`config.mk`:
```
export PLATFORM = sky130hd
export DESIGN_NAME = cmbse_exec
export DESIGN_NICKNAME = d
export VERILOG_FILES = /design/src/cmbse_pkg.sv /design/src/cmbse_exec.sv
export SDC_FILE = /design/constraint.sdc
export NUM_CORES = 1
export LEC_CHECK = 0
export BUFFER_PORTS_ARGS = -buffer_cell sky130_fd_sc_hd__buf_2
export CORE_AREA = 2 2 198 200
export CTS_CLUSTER_SIZE = 12
export DETAILED_ROUTE_END_ITERATION = 8
export DIE_AREA = 0 0 200 202
export SYNTH_ARGS = -nofsm -noshare
export SYNTH_HDL_FRONTEND = slang
export SYNTH_SLANG_ARGS = --single-unit
export TNS_END_PERCENT = 100
```
`constraint.sdc`:
```
create_clock -name mclk -period 4.7 [get_ports mclk]
set_clock_uncertainty 0.05 [all_clocks]
set_input_delay 0.705 -clock mclk [delete_from_list [all_inputs] [get_ports mclk]]
set_output_delay 0.705 -clock mclk [all_outputs]
set_load 0.03 [all_outputs]
```
`src/cmbse_pkg.sv`:
```
`default_nettype none

package cmbse_pkg;

	// Widths
	localparam int PC_W   = 16;
	localparam int DATA_W = 8;
	localparam int OFS_W  = 12;
	localparam int CYC_W  = 3;

	// Status flag positions
	localparam logic [2:0] SB_C = 3'h0;
	localparam logic [2:0] SB_Z = 3'h1;
	localparam logic [2:0] SB_N = 3'h2;
	localparam logic [2:0] SB_V = 3'h3;
	localparam logic [2:0] SB_S = 3'h4;
	localparam logic [2:0] SB_H = 3'h5;
	localparam logic [2:0] SB_T = 3'h6;
	localparam logic [2:0] SB_I = 3'h7;

	// Reset values
	localparam logic [7:0]  STATUS_RST = 8'h00;
	localparam logic [15:0] PC_RST     = 16'h0000;

	// Cycle costs
	localparam logic [CYC_W-1:0] CYC_1 = 3'h1;
	localparam logic [CYC_W-1:0] CYC_2 = 3'h2;
	localparam logic [CYC_W-1:0] CYC_3 = 3'h3;
	localparam logic [CYC_W-1:0] CYC_4 = 3'h4;

	// Program counter steps in words
	localparam logic [PC_W-1:0] STEP_1 = 16'h0001;
	localparam logic [PC_W-1:0] STEP_2 = 16'h0002;
	localparam logic [PC_W-1:0] STEP_3 = 16'h0003;

	// Data constants
	localparam logic [7:0] BYTE_ZERO = 8'h00;
	localparam logic [7:0] BYTE_ONES = 8'hFF;

	typedef enum logic [5:0] {
		test_zero_sign, zero_register, fill_ones_register,
		unsigned_product, signed_product, signed_by_unsigned_product,
		fractional_unsigned_product, fractional_signed_product, fractional_mixed_product,
		relative_jump, pointer_jump, absolute_jump,
		relative_subroutine_invoke, pointer_subroutine_invoke, absolute_subroutine_invoke,
		subroutine_exit, interrupt_handler_exit,
		compare_skip_equal, compare_regs, compare_with_borrow, compare_immediate,
		skip_reg_bit_zero, skip_reg_bit_one, skip_io_bit_zero, skip_io_bit_one,
		branch_status_bit_one, branch_status_bit_zero,
		branch_on_equal, branch_on_unequal, branch_carry_one, branch_carry_zero,
		branch_same_or_higher, branch_lower, branch_negative, branch_positive,
		branch_signed_ge, branch_signed_lt, branch_half_carry_one, branch_half_carry_zero,
		branch_transfer_flag_one, branch_transfer_flag_zero
	} cmbse_op_t;

	typedef struct packed {
		cmbse_op_t          op;
		logic [7:0]         rd_val;
		logic [7:0]         rr_val;
		logic [7:0]         imm;
		logic [2:0]         bit_sel;
		logic [OFS_W-1:0]   ofs;
		logic [PC_W-1:0]    abs_addr;
		logic [PC_W-1:0]    z_ptr;
		logic [7:0]         io_val;
		logic               next_two_word;
	} cmbse_issue_t;

	typedef struct packed {
		logic        rd_we;
		logic [7:0]  rd_wdata;
		logic        pair_we;
		logic [15:0] pair_wdata;
	} cmbse_wb_t;

	typedef enum logic {ST_IDLE, ST_RUN} cmbse_st_t;

	typedef struct packed {
		cmbse_st_t          st;
		logic [CYC_W-1:0]   cnt;
		logic [PC_W-1:0]    pc;
		logic [7:0]         status;
		logic [PC_W-1:0]    p_pc;
		logic [7:0]         p_status;
		cmbse_wb_t          p_wb;
		logic               p_push;
		logic [PC_W-1:0]    p_push_data;
		cmbse_wb_t          wb;
		logic               done;
		logic               push;
		logic [PC_W-1:0]    push_data;
		logic               pop;
		logic               busy;
	} cmbse_state_t;

endpackage

`default_nettype wire

```
`src/cmbse_exec.sv`:
```
// Function
// - Test: AND self, Z N V S, one cycle
// - Clear: XOR self to zero, Z N V S
// - Multiplies write R1:R0, Z C, two cycles
// - Fractional multiplies shift product left once
// - Relative jump: PC plus offset plus one
// - Pointer jump from Z; absolute jump three cycles
// - Calls: relative/pointer three, absolute four cycles
// - Compare-skip on equal, skips next instruction
// - Compares subtract, discard result, set six flags
// - Register bit skips on clear or set
// - I/O bit skips on set or clear
// - Generic branch on selected status bit
// - Taken branch: offset, two cycles; else one
// - Equal branches test the zero flag
// - Carry and lower/higher branches test carry
// - Signed branches test N xor V; sign branches N
// - Half-carry branches test H flag
// - Transfer branches test T flag
`timescale 1ns/1ps
`default_nettype none

module cmbse_exec (
	// Clock and reset
	input  wire logic                      mclk,
	input  wire logic                      arst_n,
	// Instruction issue from the decoder
	input  wire logic                      issue,
	input  wire cmbse_pkg::cmbse_issue_t   issue_data,
	// Flag load from the rest of the core
	input  wire logic                      status_wr,
	input  wire logic [7:0]                status_wdata,
	// Stack pop data, valid in the cycle pop is high
	input  wire logic [15:0]               stack_data,
	// Execution state
	output logic                           busy,
	output logic                           done,
	output logic [15:0]                    pc,
	output logic [7:0]                     status_flags_register,
	// Register file write-back
	output logic                           rd_we,
	output logic [7:0]                     rd_wdata,
	output logic                           pair_we,
	output logic [15:0]                    pair_wdata,
	// Stack requests
	output logic                           push,
	output logic [15:0]                    push_data,
	output logic                           pop
);

	cmbse_pkg::cmbse_state_t s_ff;
	cmbse_pkg::cmbse_state_t nxt_s;

	// Next state of the whole unit
	always_comb begin
		logic [8:0]                      ma;
		logic [8:0]                      mb;
		logic signed [17:0]              prod;
		logic [15:0]                     p16;
		logic [15:0]                     res16;
		logic [7:0]                      sb;
		logic                            cin;
		logic [8:0]                      diff;
		logic [7:0]                      r;
		logic [7:0]                      f;
		logic                            take;
		logic                            skip;
		logic [2:0]                      bsel;
		logic                            bpol;
		logic [cmbse_pkg::PC_W-1:0]      seq;
		logic [cmbse_pkg::PC_W-1:0]      rel;
		logic [cmbse_pkg::PC_W-1:0]      npc;
		logic [cmbse_pkg::CYC_W-1:0]     cost;
		cmbse_pkg::cmbse_wb_t            wb;
		logic                            do_push;
		logic [cmbse_pkg::PC_W-1:0]      rtn_addr;
		logic                            do_pop;
		cmbse_pkg::cmbse_issue_t         i;

		i        = issue_data;
		ma       = 9'h000;
		mb       = 9'h000;
		prod     = 18'sh00000;
		p16      = 16'h0000;
		res16    = 16'h0000;
		sb       = 8'h00;
		cin      = 1'b0;
		diff     = 9'h000;
		r        = 8'h00;
		f        = s_ff.status;
		take     = 1'b0;
		skip     = 1'b0;
		bsel     = i.bit_sel;
		bpol     = 1'b1;
		seq      = s_ff.pc + cmbse_pkg::STEP_1;
		rel      = s_ff.pc + {{(cmbse_pkg::PC_W-cmbse_pkg::OFS_W){i.ofs[cmbse_pkg::OFS_W-1]}},
			i.ofs} + cmbse_pkg::STEP_1;
		npc      = seq;
		cost     = cmbse_pkg::CYC_1;
		wb       = '0;
		do_push  = 1'b0;
		rtn_addr = seq;
		do_pop   = 1'b0;

		nxt_s      = s_ff;
		nxt_s.done = 1'b0;
		nxt_s.push = 1'b0;
		nxt_s.pop  = 1'b0;
		nxt_s.wb   = '0;

		// Operand signedness for the multiplier
		unique case (i.op)
			cmbse_pkg::signed_product, cmbse_pkg::fractional_signed_product: begin
				ma = {i.rd_val[7], i.rd_val};
				mb = {i.rr_val[7], i.rr_val};
			end
			cmbse_pkg::signed_by_unsigned_product, cmbse_pkg::fractional_mixed_product: begin
				ma = {i.rd_val[7], i.rd_val};
				mb = {1'b0, i.rr_val};
			end
			default: begin
				ma = {1'b0, i.rd_val};
				mb = {1'b0, i.rr_val};
			end
		endcase
		prod = $signed(ma) * $signed(mb);
		p16  = prod[15:0];

		// Compare subtractor, shared by all three compares
		sb   = (i.op == cmbse_pkg::compare_immediate) ? i.imm : i.rr_val;
		cin  = (i.op == cmbse_pkg::compare_with_borrow) ? s_ff.status[cmbse_pkg::SB_C] : 1'b0;
		diff = {1'b0, i.rd_val} - {1'b0, sb} - {8'h00, cin};
		r    = diff[7:0];

		// Branch bit and polarity selection
		unique case (i.op)
			cmbse_pkg::branch_on_equal:          begin bsel = cmbse_pkg::SB_Z; bpol = 1'b1; end
			cmbse_pkg::branch_on_unequal:        begin bsel = cmbse_pkg::SB_Z; bpol = 1'b0; end
			cmbse_pkg::branch_carry_one,
			cmbse_pkg::branch_lower:             begin bsel = cmbse_pkg::SB_C; bpol = 1'b1; end
			cmbse_pkg::branch_carry_zero,
			cmbse_pkg::branch_same_or_higher:    begin bsel = cmbse_pkg::SB_C; bpol = 1'b0; end
			cmbse_pkg::branch_negative:          begin bsel = cmbse_pkg::SB_N; bpol = 1'b1; end
			cmbse_pkg::branch_positive:          begin bsel = cmbse_pkg::SB_N; bpol = 1'b0; end
			cmbse_pkg::branch_half_carry_one:    begin bsel = cmbse_pkg::SB_H; bpol = 1'b1; end
			cmbse_pkg::branch_half_carry_zero:   begin bsel = cmbse_pkg::SB_H; bpol = 1'b0; end
			cmbse_pkg::branch_transfer_flag_one: begin bsel = cmbse_pkg::SB_T; bpol = 1'b1; end
			cmbse_pkg::branch_transfer_flag_zero:begin bsel = cmbse_pkg::SB_T; bpol = 1'b0; end
			cmbse_pkg::branch_status_bit_zero:   begin bsel = i.bit_sel; bpol = 1'b0; end
			default:                             begin bsel = i.bit_sel; bpol = 1'b1; end
		endcase

		// Per-instruction effect and cost
		unique case (i.op)
			cmbse_pkg::test_zero_sign: begin
				r = i.rd_val & i.rd_val;
				wb.rd_we = 1'b1;
				wb.rd_wdata = r;
				f[cmbse_pkg::SB_Z] = (r == cmbse_pkg::BYTE_ZERO);
				f[cmbse_pkg::SB_N] = r[7];
				f[cmbse_pkg::SB_V] = 1'b0;
				f[cmbse_pkg::SB_S] = r[7];
			end
			cmbse_pkg::zero_register: begin
				r = i.rd_val ^ i.rd_val;
				wb.rd_we = 1'b1;
				wb.rd_wdata = r;
				f[cmbse_pkg::SB_Z] = (r == cmbse_pkg::BYTE_ZERO);
				f[cmbse_pkg::SB_N] = r[7];
				f[cmbse_pkg::SB_V] = 1'b0;
				f[cmbse_pkg::SB_S] = r[7];
			end
			cmbse_pkg::fill_ones_register: begin
				wb.rd_we = 1'b1;
				wb.rd_wdata = cmbse_pkg::BYTE_ONES;
			end
			cmbse_pkg::unsigned_product, cmbse_pkg::signed_product,
			cmbse_pkg::signed_by_unsigned_product: begin
				res16 = p16;
				wb.pair_we = 1'b1;
				wb.pair_wdata = res16;
				f[cmbse_pkg::SB_C] = p16[15];
				f[cmbse_pkg::SB_Z] = (res16 == 16'h0000);
				cost = cmbse_pkg::CYC_2;
			end
			cmbse_pkg::fractional_unsigned_product, cmbse_pkg::fractional_signed_product,
			cmbse_pkg::fractional_mixed_product: begin
				// shifted product, carry from the unshifted top bit
				res16 = {p16[14:0], 1'b0};
				wb.pair_we = 1'b1;
				wb.pair_wdata = res16;
				f[cmbse_pkg::SB_C] = p16[15];
				f[cmbse_pkg::SB_Z] = (res16 == 16'h0000);
				cost = cmbse_pkg::CYC_2;
			end
			cmbse_pkg::relative_jump: begin
				npc = rel;
				cost = cmbse_pkg::CYC_2;
			end
			cmbse_pkg::pointer_jump: begin
				npc = i.z_ptr;
				cost = cmbse_pkg::CYC_2;
			end
			cmbse_pkg::absolute_jump: begin
				npc = i.abs_addr;
				cost = cmbse_pkg::CYC_3;
			end
			cmbse_pkg::relative_subroutine_invoke: begin
				npc = rel;
				cost = cmbse_pkg::CYC_3;
				do_push = 1'b1;
			end
			cmbse_pkg::pointer_subroutine_invoke: begin
				npc = i.z_ptr;
				cost = cmbse_pkg::CYC_3;
				do_push = 1'b1;
			end
			cmbse_pkg::absolute_subroutine_invoke: begin
				// absolute call, two-word so return skips operand
				npc = i.abs_addr;
				cost = cmbse_pkg::CYC_4;
				rtn_addr = s_ff.pc + cmbse_pkg::STEP_2;
				do_push = 1'b1;
			end
			cmbse_pkg::subroutine_exit: begin
				do_pop = 1'b1;
				cost = cmbse_pkg::CYC_4;
			end
			cmbse_pkg::interrupt_handler_exit: begin
				do_pop = 1'b1;
				cost = cmbse_pkg::CYC_4;
				f[cmbse_pkg::SB_I] = 1'b1;
			end
			cmbse_pkg::compare_skip_equal: begin
				skip = (i.rd_val == i.rr_val);
			end
			cmbse_pkg::compare_regs, cmbse_pkg::compare_with_borrow,
			cmbse_pkg::compare_immediate: begin
				f[cmbse_pkg::SB_C] = diff[8];
				f[cmbse_pkg::SB_N] = r[7];
				f[cmbse_pkg::SB_V] = (i.rd_val[7] & ~sb[7] & ~r[7]) | (~i.rd_val[7] & sb[7] & r[7]);
				f[cmbse_pkg::SB_H] = (~i.rd_val[3] & sb[3]) | (sb[3] & r[3]) | (r[3] & ~i.rd_val[3]);
				f[cmbse_pkg::SB_S] = f[cmbse_pkg::SB_N] ^ f[cmbse_pkg::SB_V];
				// Borrow form only clears Z, so multi-byte compares chain
				f[cmbse_pkg::SB_Z] = (r == cmbse_pkg::BYTE_ZERO) &
					((i.op != cmbse_pkg::compare_with_borrow) | s_ff.status[cmbse_pkg::SB_Z]);
			end
			cmbse_pkg::skip_reg_bit_zero: skip = ~i.rr_val[i.bit_sel];
			cmbse_pkg::skip_reg_bit_one:  skip = i.rr_val[i.bit_sel];
			cmbse_pkg::skip_io_bit_zero:  skip = ~i.io_val[i.bit_sel];
			cmbse_pkg::skip_io_bit_one:   skip = i.io_val[i.bit_sel];
			cmbse_pkg::branch_signed_ge, cmbse_pkg::branch_signed_lt: begin
				take = ((s_ff.status[cmbse_pkg::SB_N] ^ s_ff.status[cmbse_pkg::SB_V]) ==
					(i.op == cmbse_pkg::branch_signed_lt));
			end
			default: begin
				take = (s_ff.status[bsel] == bpol);
			end
		endcase

		// taken branch redirects and costs two
		if (take) begin
			npc = rel;
			cost = cmbse_pkg::CYC_2;
		end

		// skip length follows the next instruction's size
		if (skip) begin
			npc = s_ff.pc + (i.next_two_word ? cmbse_pkg::STEP_3 : cmbse_pkg::STEP_2);
			cost = i.next_two_word ? cmbse_pkg::CYC_3 : cmbse_pkg::CYC_2;
		end

		unique case (s_ff.st)
			cmbse_pkg::ST_IDLE: begin
				// Outside flag loads only land between instructions
				if (status_wr) begin
					nxt_s.status = status_wdata;
				end
				if (issue) begin
					if (cost == cmbse_pkg::CYC_1) begin
						// Single-cycle ops commit on the issue edge
						nxt_s.pc     = npc;
						nxt_s.status = f;
						nxt_s.wb     = wb;
						nxt_s.done   = 1'b1;
					end else begin
						nxt_s.st          = cmbse_pkg::ST_RUN;
						nxt_s.busy        = 1'b1;
						nxt_s.cnt         = cost - cmbse_pkg::CYC_1;
						nxt_s.p_pc        = npc;
						nxt_s.p_status    = f;
						nxt_s.p_wb        = wb;
						nxt_s.p_push      = do_push;
						nxt_s.p_push_data = rtn_addr;
						nxt_s.pop         = do_pop;
					end
				end
			end
			cmbse_pkg::ST_RUN: begin
				// Return address arrives while pop is high
				if (s_ff.pop) begin
					nxt_s.p_pc = stack_data;
				end
				nxt_s.cnt = s_ff.cnt - cmbse_pkg::CYC_1;
				if (s_ff.cnt == cmbse_pkg::CYC_1) begin
					nxt_s.st        = cmbse_pkg::ST_IDLE;
					nxt_s.busy      = 1'b0;
					nxt_s.pc        = s_ff.pop ? stack_data : s_ff.p_pc;
					nxt_s.status    = s_ff.p_status;
					nxt_s.wb        = s_ff.p_wb;
					nxt_s.done      = 1'b1;
					nxt_s.push      = s_ff.p_push;
					nxt_s.push_data = s_ff.p_push_data;
				end
			end
		endcase
	end

	// State register; reset puts the core at the reset vector
	always_ff @(posedge mclk or negedge arst_n) begin
		if (!arst_n) begin
			s_ff        <= '0;
			s_ff.st     <= cmbse_pkg::ST_IDLE;
			s_ff.pc     <= cmbse_pkg::PC_RST;
			s_ff.status <= cmbse_pkg::STATUS_RST;
		end else begin
			s_ff <= nxt_s;
		end
	end

	// Outputs straight from the state register
	assign busy                  = s_ff.busy;
	assign done                  = s_ff.done;
	assign pc                    = s_ff.pc;
	assign status_flags_register = s_ff.status;
	assign rd_we                 = s_ff.wb.rd_we;
	assign rd_wdata              = s_ff.wb.rd_wdata;
	assign pair_we               = s_ff.wb.pair_we;
	assign pair_wdata            = s_ff.wb.pair_wdata;
	assign push                  = s_ff.push;
	assign push_data             = s_ff.push_data;
	assign pop                   = s_ff.pop;

endmodule

`default_nettype wire

```
==> results.cfg, run 1 <==
[critical_path]
path_cells = buf_12, xnor2_4, nand4_1, or2_4, fa_1, fa_1, inv_1, fa_1, fa_1, inv_1, fa_1, inv_2, ha_4, o21ai_4, a21boi_4, o31ai_2, a21oi_2, buf_4, xor2_4, nor4_4, o2111ai_2, a31oi_1
critPathCaptureType = flop
slowest_delay_ps = 510
crit_path_start_kind = primary input
worstPathMaxFanout = 5
cpMaxStageDelayCell = fa_1
cp.required_ps = 5000
worstSetupPathType = primary input to flop
cp_common_cell = fa_1
worst_ep_arrival_time_ps = 5740

[run]
cap_violations = 0

[floorplanning]
die_h_um = 202
start_util_pct = 34.4
fp-row-count = 72
design.core.area_um2 = 38300
die_x_um = 200
io_pins = 184
die_area_um2 = 40400

[sta]
setup_ws_ps = -744
rsz0062_at_grt = true
hold_viol = 0
slew_headroom_pct = 28.5
slew_violations = 0
setup_viol = 20
worstMarginPinSlew_ps = 1070
fin_crit_sh_pct = 116
period_needed_ps = 5440
max_freq_mhz = 184

[drt]
drt-wirelength-per-cell_um = 18.6
remaining_drc_errors = 0
viasPerCell = 5.22
route.antenna.remaining_nets = 0
via_count = 12100
routed_wl_um = 43300
first_pass_iters = 6
drtIter0Drc = 1026

[clocking]
h-tree-depth = 4
clockBufferDepth = 2
clkLatencyLatePin_ps = 440
root_buffer = clkbuf_16
ctsHoldBuffers = 0
numClockSinks = 141
cts_tree = yes
clk_pin_slew_ps = 60
cts_buffers = 17

[status]
violations = negative setup slack
outcome = finished with violations

[final_layout]
ff_latch_area_um2 = 3530
multiInputGateArea_um2 = 8620
syn2layout_area_growth_pct = 22.8
fin_area_um2 = 16200
drive_gt1_share_pct = 25.6
nFillCells = 3841
stdcell_count = 2329
diodes = 0
final_cell_mix = 237 x nand2_1, 180 x buf_2, 155 x buf_4
final_nets = 2059
final_core_util_pct = 42.3
layout_commonest_cell = nand2_1

[synthesis]
syn-cell-area_um2 = 13200
avgSynthCellArea_um2 = 8.32
synth-warning-count = 0
synth.distinct_cells = 76
seq_area_frac_synth_pct = 26.8
async_reset_ff_share_pct = 100
syn_nets = 1846
synth_top_flop_cell = dfrtp_1
synth_seq_cells = 141
netlist_instances = 1585
synth_edf_count = 0

[pwr]
irDropWorstVdd_v = 0.000294
p_per_area_nw_per_um2 = 523
p_leak_uw = 0.00763

[global_routing]
grt_overflow = 0
grt.total_usage_pct = 21.8
grt_pass1_wl_um = 68400
antenna_found_initial = 0
grt_max_degree = 91
first_global_vias = 12100

[placement]
placed_cells = 2287
globalplace.congestion = 0.940
place_hpwl_um = 33900
placed_area_um2 = 15200
io_buffers = 183
place_ws_ps = -1390

[worst_hold_path]
holdCritPathClass = primary input to async pin
[cell type report]
type                            count  area share, %
Inverter                          130           3.01
Clock inverter                     14           1.29
Clock buffer                       18           2.65
Multi-Input combinational cell   1159           53.2
Tap cell                          518           4.00
Timing Repair Buffer              349           14.0
Sequential cell                   141           21.8
[timing repair]
action                                  in CTS  in global routing
buffers inserted                             6                  4
endpoints found under the setup margin      20                 22
gates resized for setup                     34                 16
pin swaps                                   21                 17
gates cloned                                 0                  0
[routing by layer]
layer  up-vias  share of wire, %  global-route usage [%]
met5         -                 0                       0
met4         0               2.1                    6.51
met3        57               6.9                    3.34
met2       446                44                    33.2
met1      5834                47                    31.8
li1       5810                 -                       -
[kinds of logic after synthesis]
family,after synthesis,share of synthesized area (%)
DFF,141,26.8
muxes,46,4.02
AOI/OAI and AO/OA,375,18.6
buffers and inverters,285,10.1
xor gates and xnor gates,80,5.32
and+or+nand+nor,509,17.4
adders and majority gates,149,17.9
[worst max-delay path, delay by kind of cell]
family          cells  cell delay, ps
compound gates      6             850
xor+xnor            2             320
fa+ha+maj           6            2650
buf+inv             5             420
simple gates        3             790
[path summary, 6_finish.rpt]
check                                               from       endpoint  slack [ps]  cells past startpoint
worst max-delay path                      issue_data[80]       s_ff[90]        -740                     22
worst min-delay path                              arst_n   push_data[0]         330                      1
worst max register to register  status_flags_register[2]         pc[10]        1110                     13
worst min register to register                  s_ff[51]   push_data[5]         410                      2
max in group asynchronous                         arst_n  push_data[10]        3310                      2
min in group mclk                               s_ff[51]   push_data[5]         410                      2
[stage by stage]
step	hold WS (ps)	power, µW	setup TNS [ps]
after floorplan	359	5090	-14740
after global placement	402	6410	-20220
after detailed placement	400	6490	-21870
after CTS	350	8270	-9620
after global routing	389	9090	-12700
final	328	8460	-9800
[cell usage after synthesis (all sizes together) (20+ instances only)]
| cell type | instances | area share [%] |
|---|---|---|
| a211oi | 26 | 1.5 |
| nand3 | 34 | 1.3 |
| inv | 130 | 3.7 |
| a21oi | 80 | 3.1 |
| nor2 | 106 | 3.0 |
| fa | 66 | 10 |
| o21ai | 111 | 4.2 |
| a22oi | 28 | 1.6 |
| dfrtp | 141 | 27 |
| ha | 81 | 7.7 |
| mux2i | 27 | 2.1 |
| and2 | 42 | 2.0 |
| xnor2 | 52 | 3.5 |
| nand2 | 241 | 6.9 |
| buf | 79 | 4.2 |
| nor3 | 20 | 0.76 |
| clkbuf | 76 | 2.2 |
| xor2 | 28 | 1.9 |
[registers in the layout, summed over array words and instances (netlist names)]
signal	flops
s_ff	71
pair_wdata	16
pc	16
push_data	16
rd_wdata	8
status_flags_register	8
busy	1
done	1
pair_we	1
pop	1
push	1
rd_we	1
[power breakdown]
group / switching, µW / total (µW) / internal (µW)
Clock: 592 / 1500 / 903
Sequential: 431 / 2020 / 1580
Combinational: 2810 / 4950 / 2150
Total: 3830 / 8460 / 4630
Power figures use the tool's default switching activity.
==> run 2: changes to the inputs <==
--- a/config.mk
+++ b/config.mk
@@ -5,11 +5,13 @@
 export SDC_FILE = /design/constraint.sdc
 export NUM_CORES = 1
 export LEC_CHECK = 0
+export ABC_CLOCK_PERIOD_IN_PS = 4700
 export BUFFER_PORTS_ARGS = -buffer_cell sky130_fd_sc_hd__buf_2
-export CORE_AREA = 2 2 198 200
+export CORE_AREA = 2 2 233 235
 export CTS_CLUSTER_SIZE = 12
 export DETAILED_ROUTE_END_ITERATION = 8
-export DIE_AREA = 0 0 200 202
+export DIE_AREA = 0 0 235 237
+export SLEW_MARGIN = 20
 export SYNTH_ARGS = -nofsm -noshare
 export SYNTH_HDL_FRONTEND = slang
 export SYNTH_SLANG_ARGS = --single-unit
==> run 2 against run 1 <==
  * The flow still finishes with violations (negative setup slack)
  * Maximum frequency barely moved
  * Critical path depth shrank 2
  * Via count is 1.4% higher
  * Hold slack got worse by 44 ps
  * Utilization decreased by 12 points
  * Clock power is 13% lower
==> results.cfg, run 2 (same netlist as run 1, synthesis figures left out) <==
[status]
outcome = finished with violations
violations = negative setup slack

[sta]
rsz0062_at_grt = true
hold_ws_ps = 284
fin_crit_sh_pct = 116
period_needed_ps = 5440
worstMarginPinSlew_ps = 1030
slew_violations = 0
setup_ws_ps = -743
max_freq_mhz = 184
setup_viol = 20
slew_headroom_pct = 30.4
hold_viol = 0

[clocking]
ctsHoldBuffers = 0
cts_buffers = 17
root_buffer = clkbuf_16
numClockSinks = 141
cts_tree = yes
h-tree-depth = 4
clkLatencyLatePin_ps = 440
clockBufferDepth = 2
clk_pin_slew_ps = 70

[floorplanning]
die_h_um = 237
fp-row-count = 85
start_util_pct = 24.7
die_area_um2 = 55700
design.core.area_um2 = 53300
io_pins = 184
die_x_um = 235

[pwr]
p_leak_uw = 0.00759
switchingPower_uw = 3850
clkPwrFrac_pct = 15.8
total_power_uw = 8200
power_frac_seq_pct = 25.0
irDropWorstVdd_v = 0.000257
p_per_area_nw_per_um2 = 502
switching_share_pct = 47.0
p_comb_share_pct = 59.2
p_int_uw = 4350

[final_layout]
layout_commonest_cell = nand2_1
final_cell_mix = 236 x nand2_1, 180 x buf_2, 166 x buf_4
largest_reg_flops = 71
syn2layout_area_growth_pct = 24.1
drive_gt1_share_pct = 26.0
fin_area_um2 = 16400
stdcell_count = 2515
final_nets = 2066
largest_register = s_ff

[drt]
routed_wl_um = 46400
via_count = 12300
viasPerCell = 4.90
remaining_drc_errors = 0
drt-wirelength-per-cell_um = 18.5
first_pass_iters = 5
route.antenna.remaining_nets = 0
drtIter0Drc = 859

[global_routing]
grt_max_degree = 86
grtUsageMet1_pct = 23.4
first_global_vias = 12500
antenna_found_initial = 5
grt_pass1_wl_um = 72200
grt_overflow = 0
grt-busiest-layer = met2
grt.total_usage_pct = 16.6
grt_util_met2_pct = 25.6
grt.met3_usage_pct = 1.92

[placement]
placed_area_um2 = 15600
placed_cells = 2478
io_buffers = 183
place_hpwl_um = 37200
globalplace.congestion = 0.913
place_ws_ps = -1450

[critical_path]
worstSetupPathType = primary input to flop
path_cells = buf_12, xnor2_4, nand4_1, or2_4, fa_1, fa_1, inv_1, fa_1, fa_1, inv_1, fa_1, inv_2, ha_4, buf_4, buf_4, xnor2_2, or4_4, nor4_4, o2111ai_2, a31oi_2
cp.required_ps = 5000
slowest_delay_ps = 510
crit_family = adder cells
worstPathMaxFanout = 4
critPathCaptureType = flop
cpMaxStageDelayCell = fa_1
cp_common_cell = fa_1
cp.buffers_inverters = 6
worst_ep_arrival_time_ps = 5750
crit_path_start_kind = primary input

[worst_hold_path]
holdCritPathClass = primary input to async pin

[run]
cap_violations = 0
## run 2: cell count changes in the layout (fill, tap and decap cells not counted), sizes merged
cell      previous run  this run
diode                0         1
clkinv               5         2
clkinvlp             0         5
bufinv               4         0
inv                135       138
buf                349       356
clkbuf              18        17
## run 2: what timing repair did
action | CTS | global route
resized for setup | 28 | 16
buffers inserted | 3 | 2
setup endpoints to repair | 20 | 27
pin swaps | 21 | 20
## run 2: area by class of cell
type	count	area (µm²)
well taps	696	871
inverters	130	490
fillers	5650	36900
multi-input cells	1159	8600
flip-flops and latches	141	3530
clock buffers	17	425
clock inverters	15	128
repair buffers	356	2310
diodes	1	2.50
## run 2: path summary, 6_finish.rpt
check / startpoint / endpoint / slack, ps / depth (start not counted)
worst max-delay path: issue_data[80] / status_flags_register[1] / -740 / 20
worst min-delay path: arst_n / push_data[2] / 280 / 1
worst max register to register: status_flags_register[2] / s_ff[105] / 1030 / 15
worst min register to register: s_ff[50] / push_data[4] / 420 / 2
max in group asynchronous: arst_n / pair_wdata[3] / 3350 / 2
min in group mclk: s_ff[50] / push_data[4] / 420 / 2
## run 2: power by group through the flow
stage	combinational [µW]	sequential [µW]	clock [µW]
floorplan	3280	1810	0
global placement	4420	2050	0
detailed placement	4500	2070	0
CTS	4720	2050	1330
global route	5340	2100	1380
finish	4860	2050	1300
## run 2: per-stage QoR
step / utilization, % / setup TNS, ps
CTS: 30.5 / -10220
global placement: 29.2 / -23150
floorplan: - / -14740
detailed placement: 29.2 / -24200
finish: 30.7 / -9740
global route: 30.7 / -13310
## run 2: metal layers
layer,wire [µm],share of wire [%]
met1,21500,46
met2,20700,45
met3,2600,5.6
met4,1560,3.4
met5,16,0.034
## run 2: worst register-to-register path, cell delays in order (launching register included)
cell      delay [ps]
dfrtp_1          470
xor2_1           220
or2_2            320
a21oi_1          230
nor2_1            70
o21ai_0          130
buf_4            190
a21oi_4           60
and3_1           180
ha_1             190
nand2b_1          90
buf_4            120
nand2_1           60
nor2_1           740
o21ai_0          230
o21ai_0          230
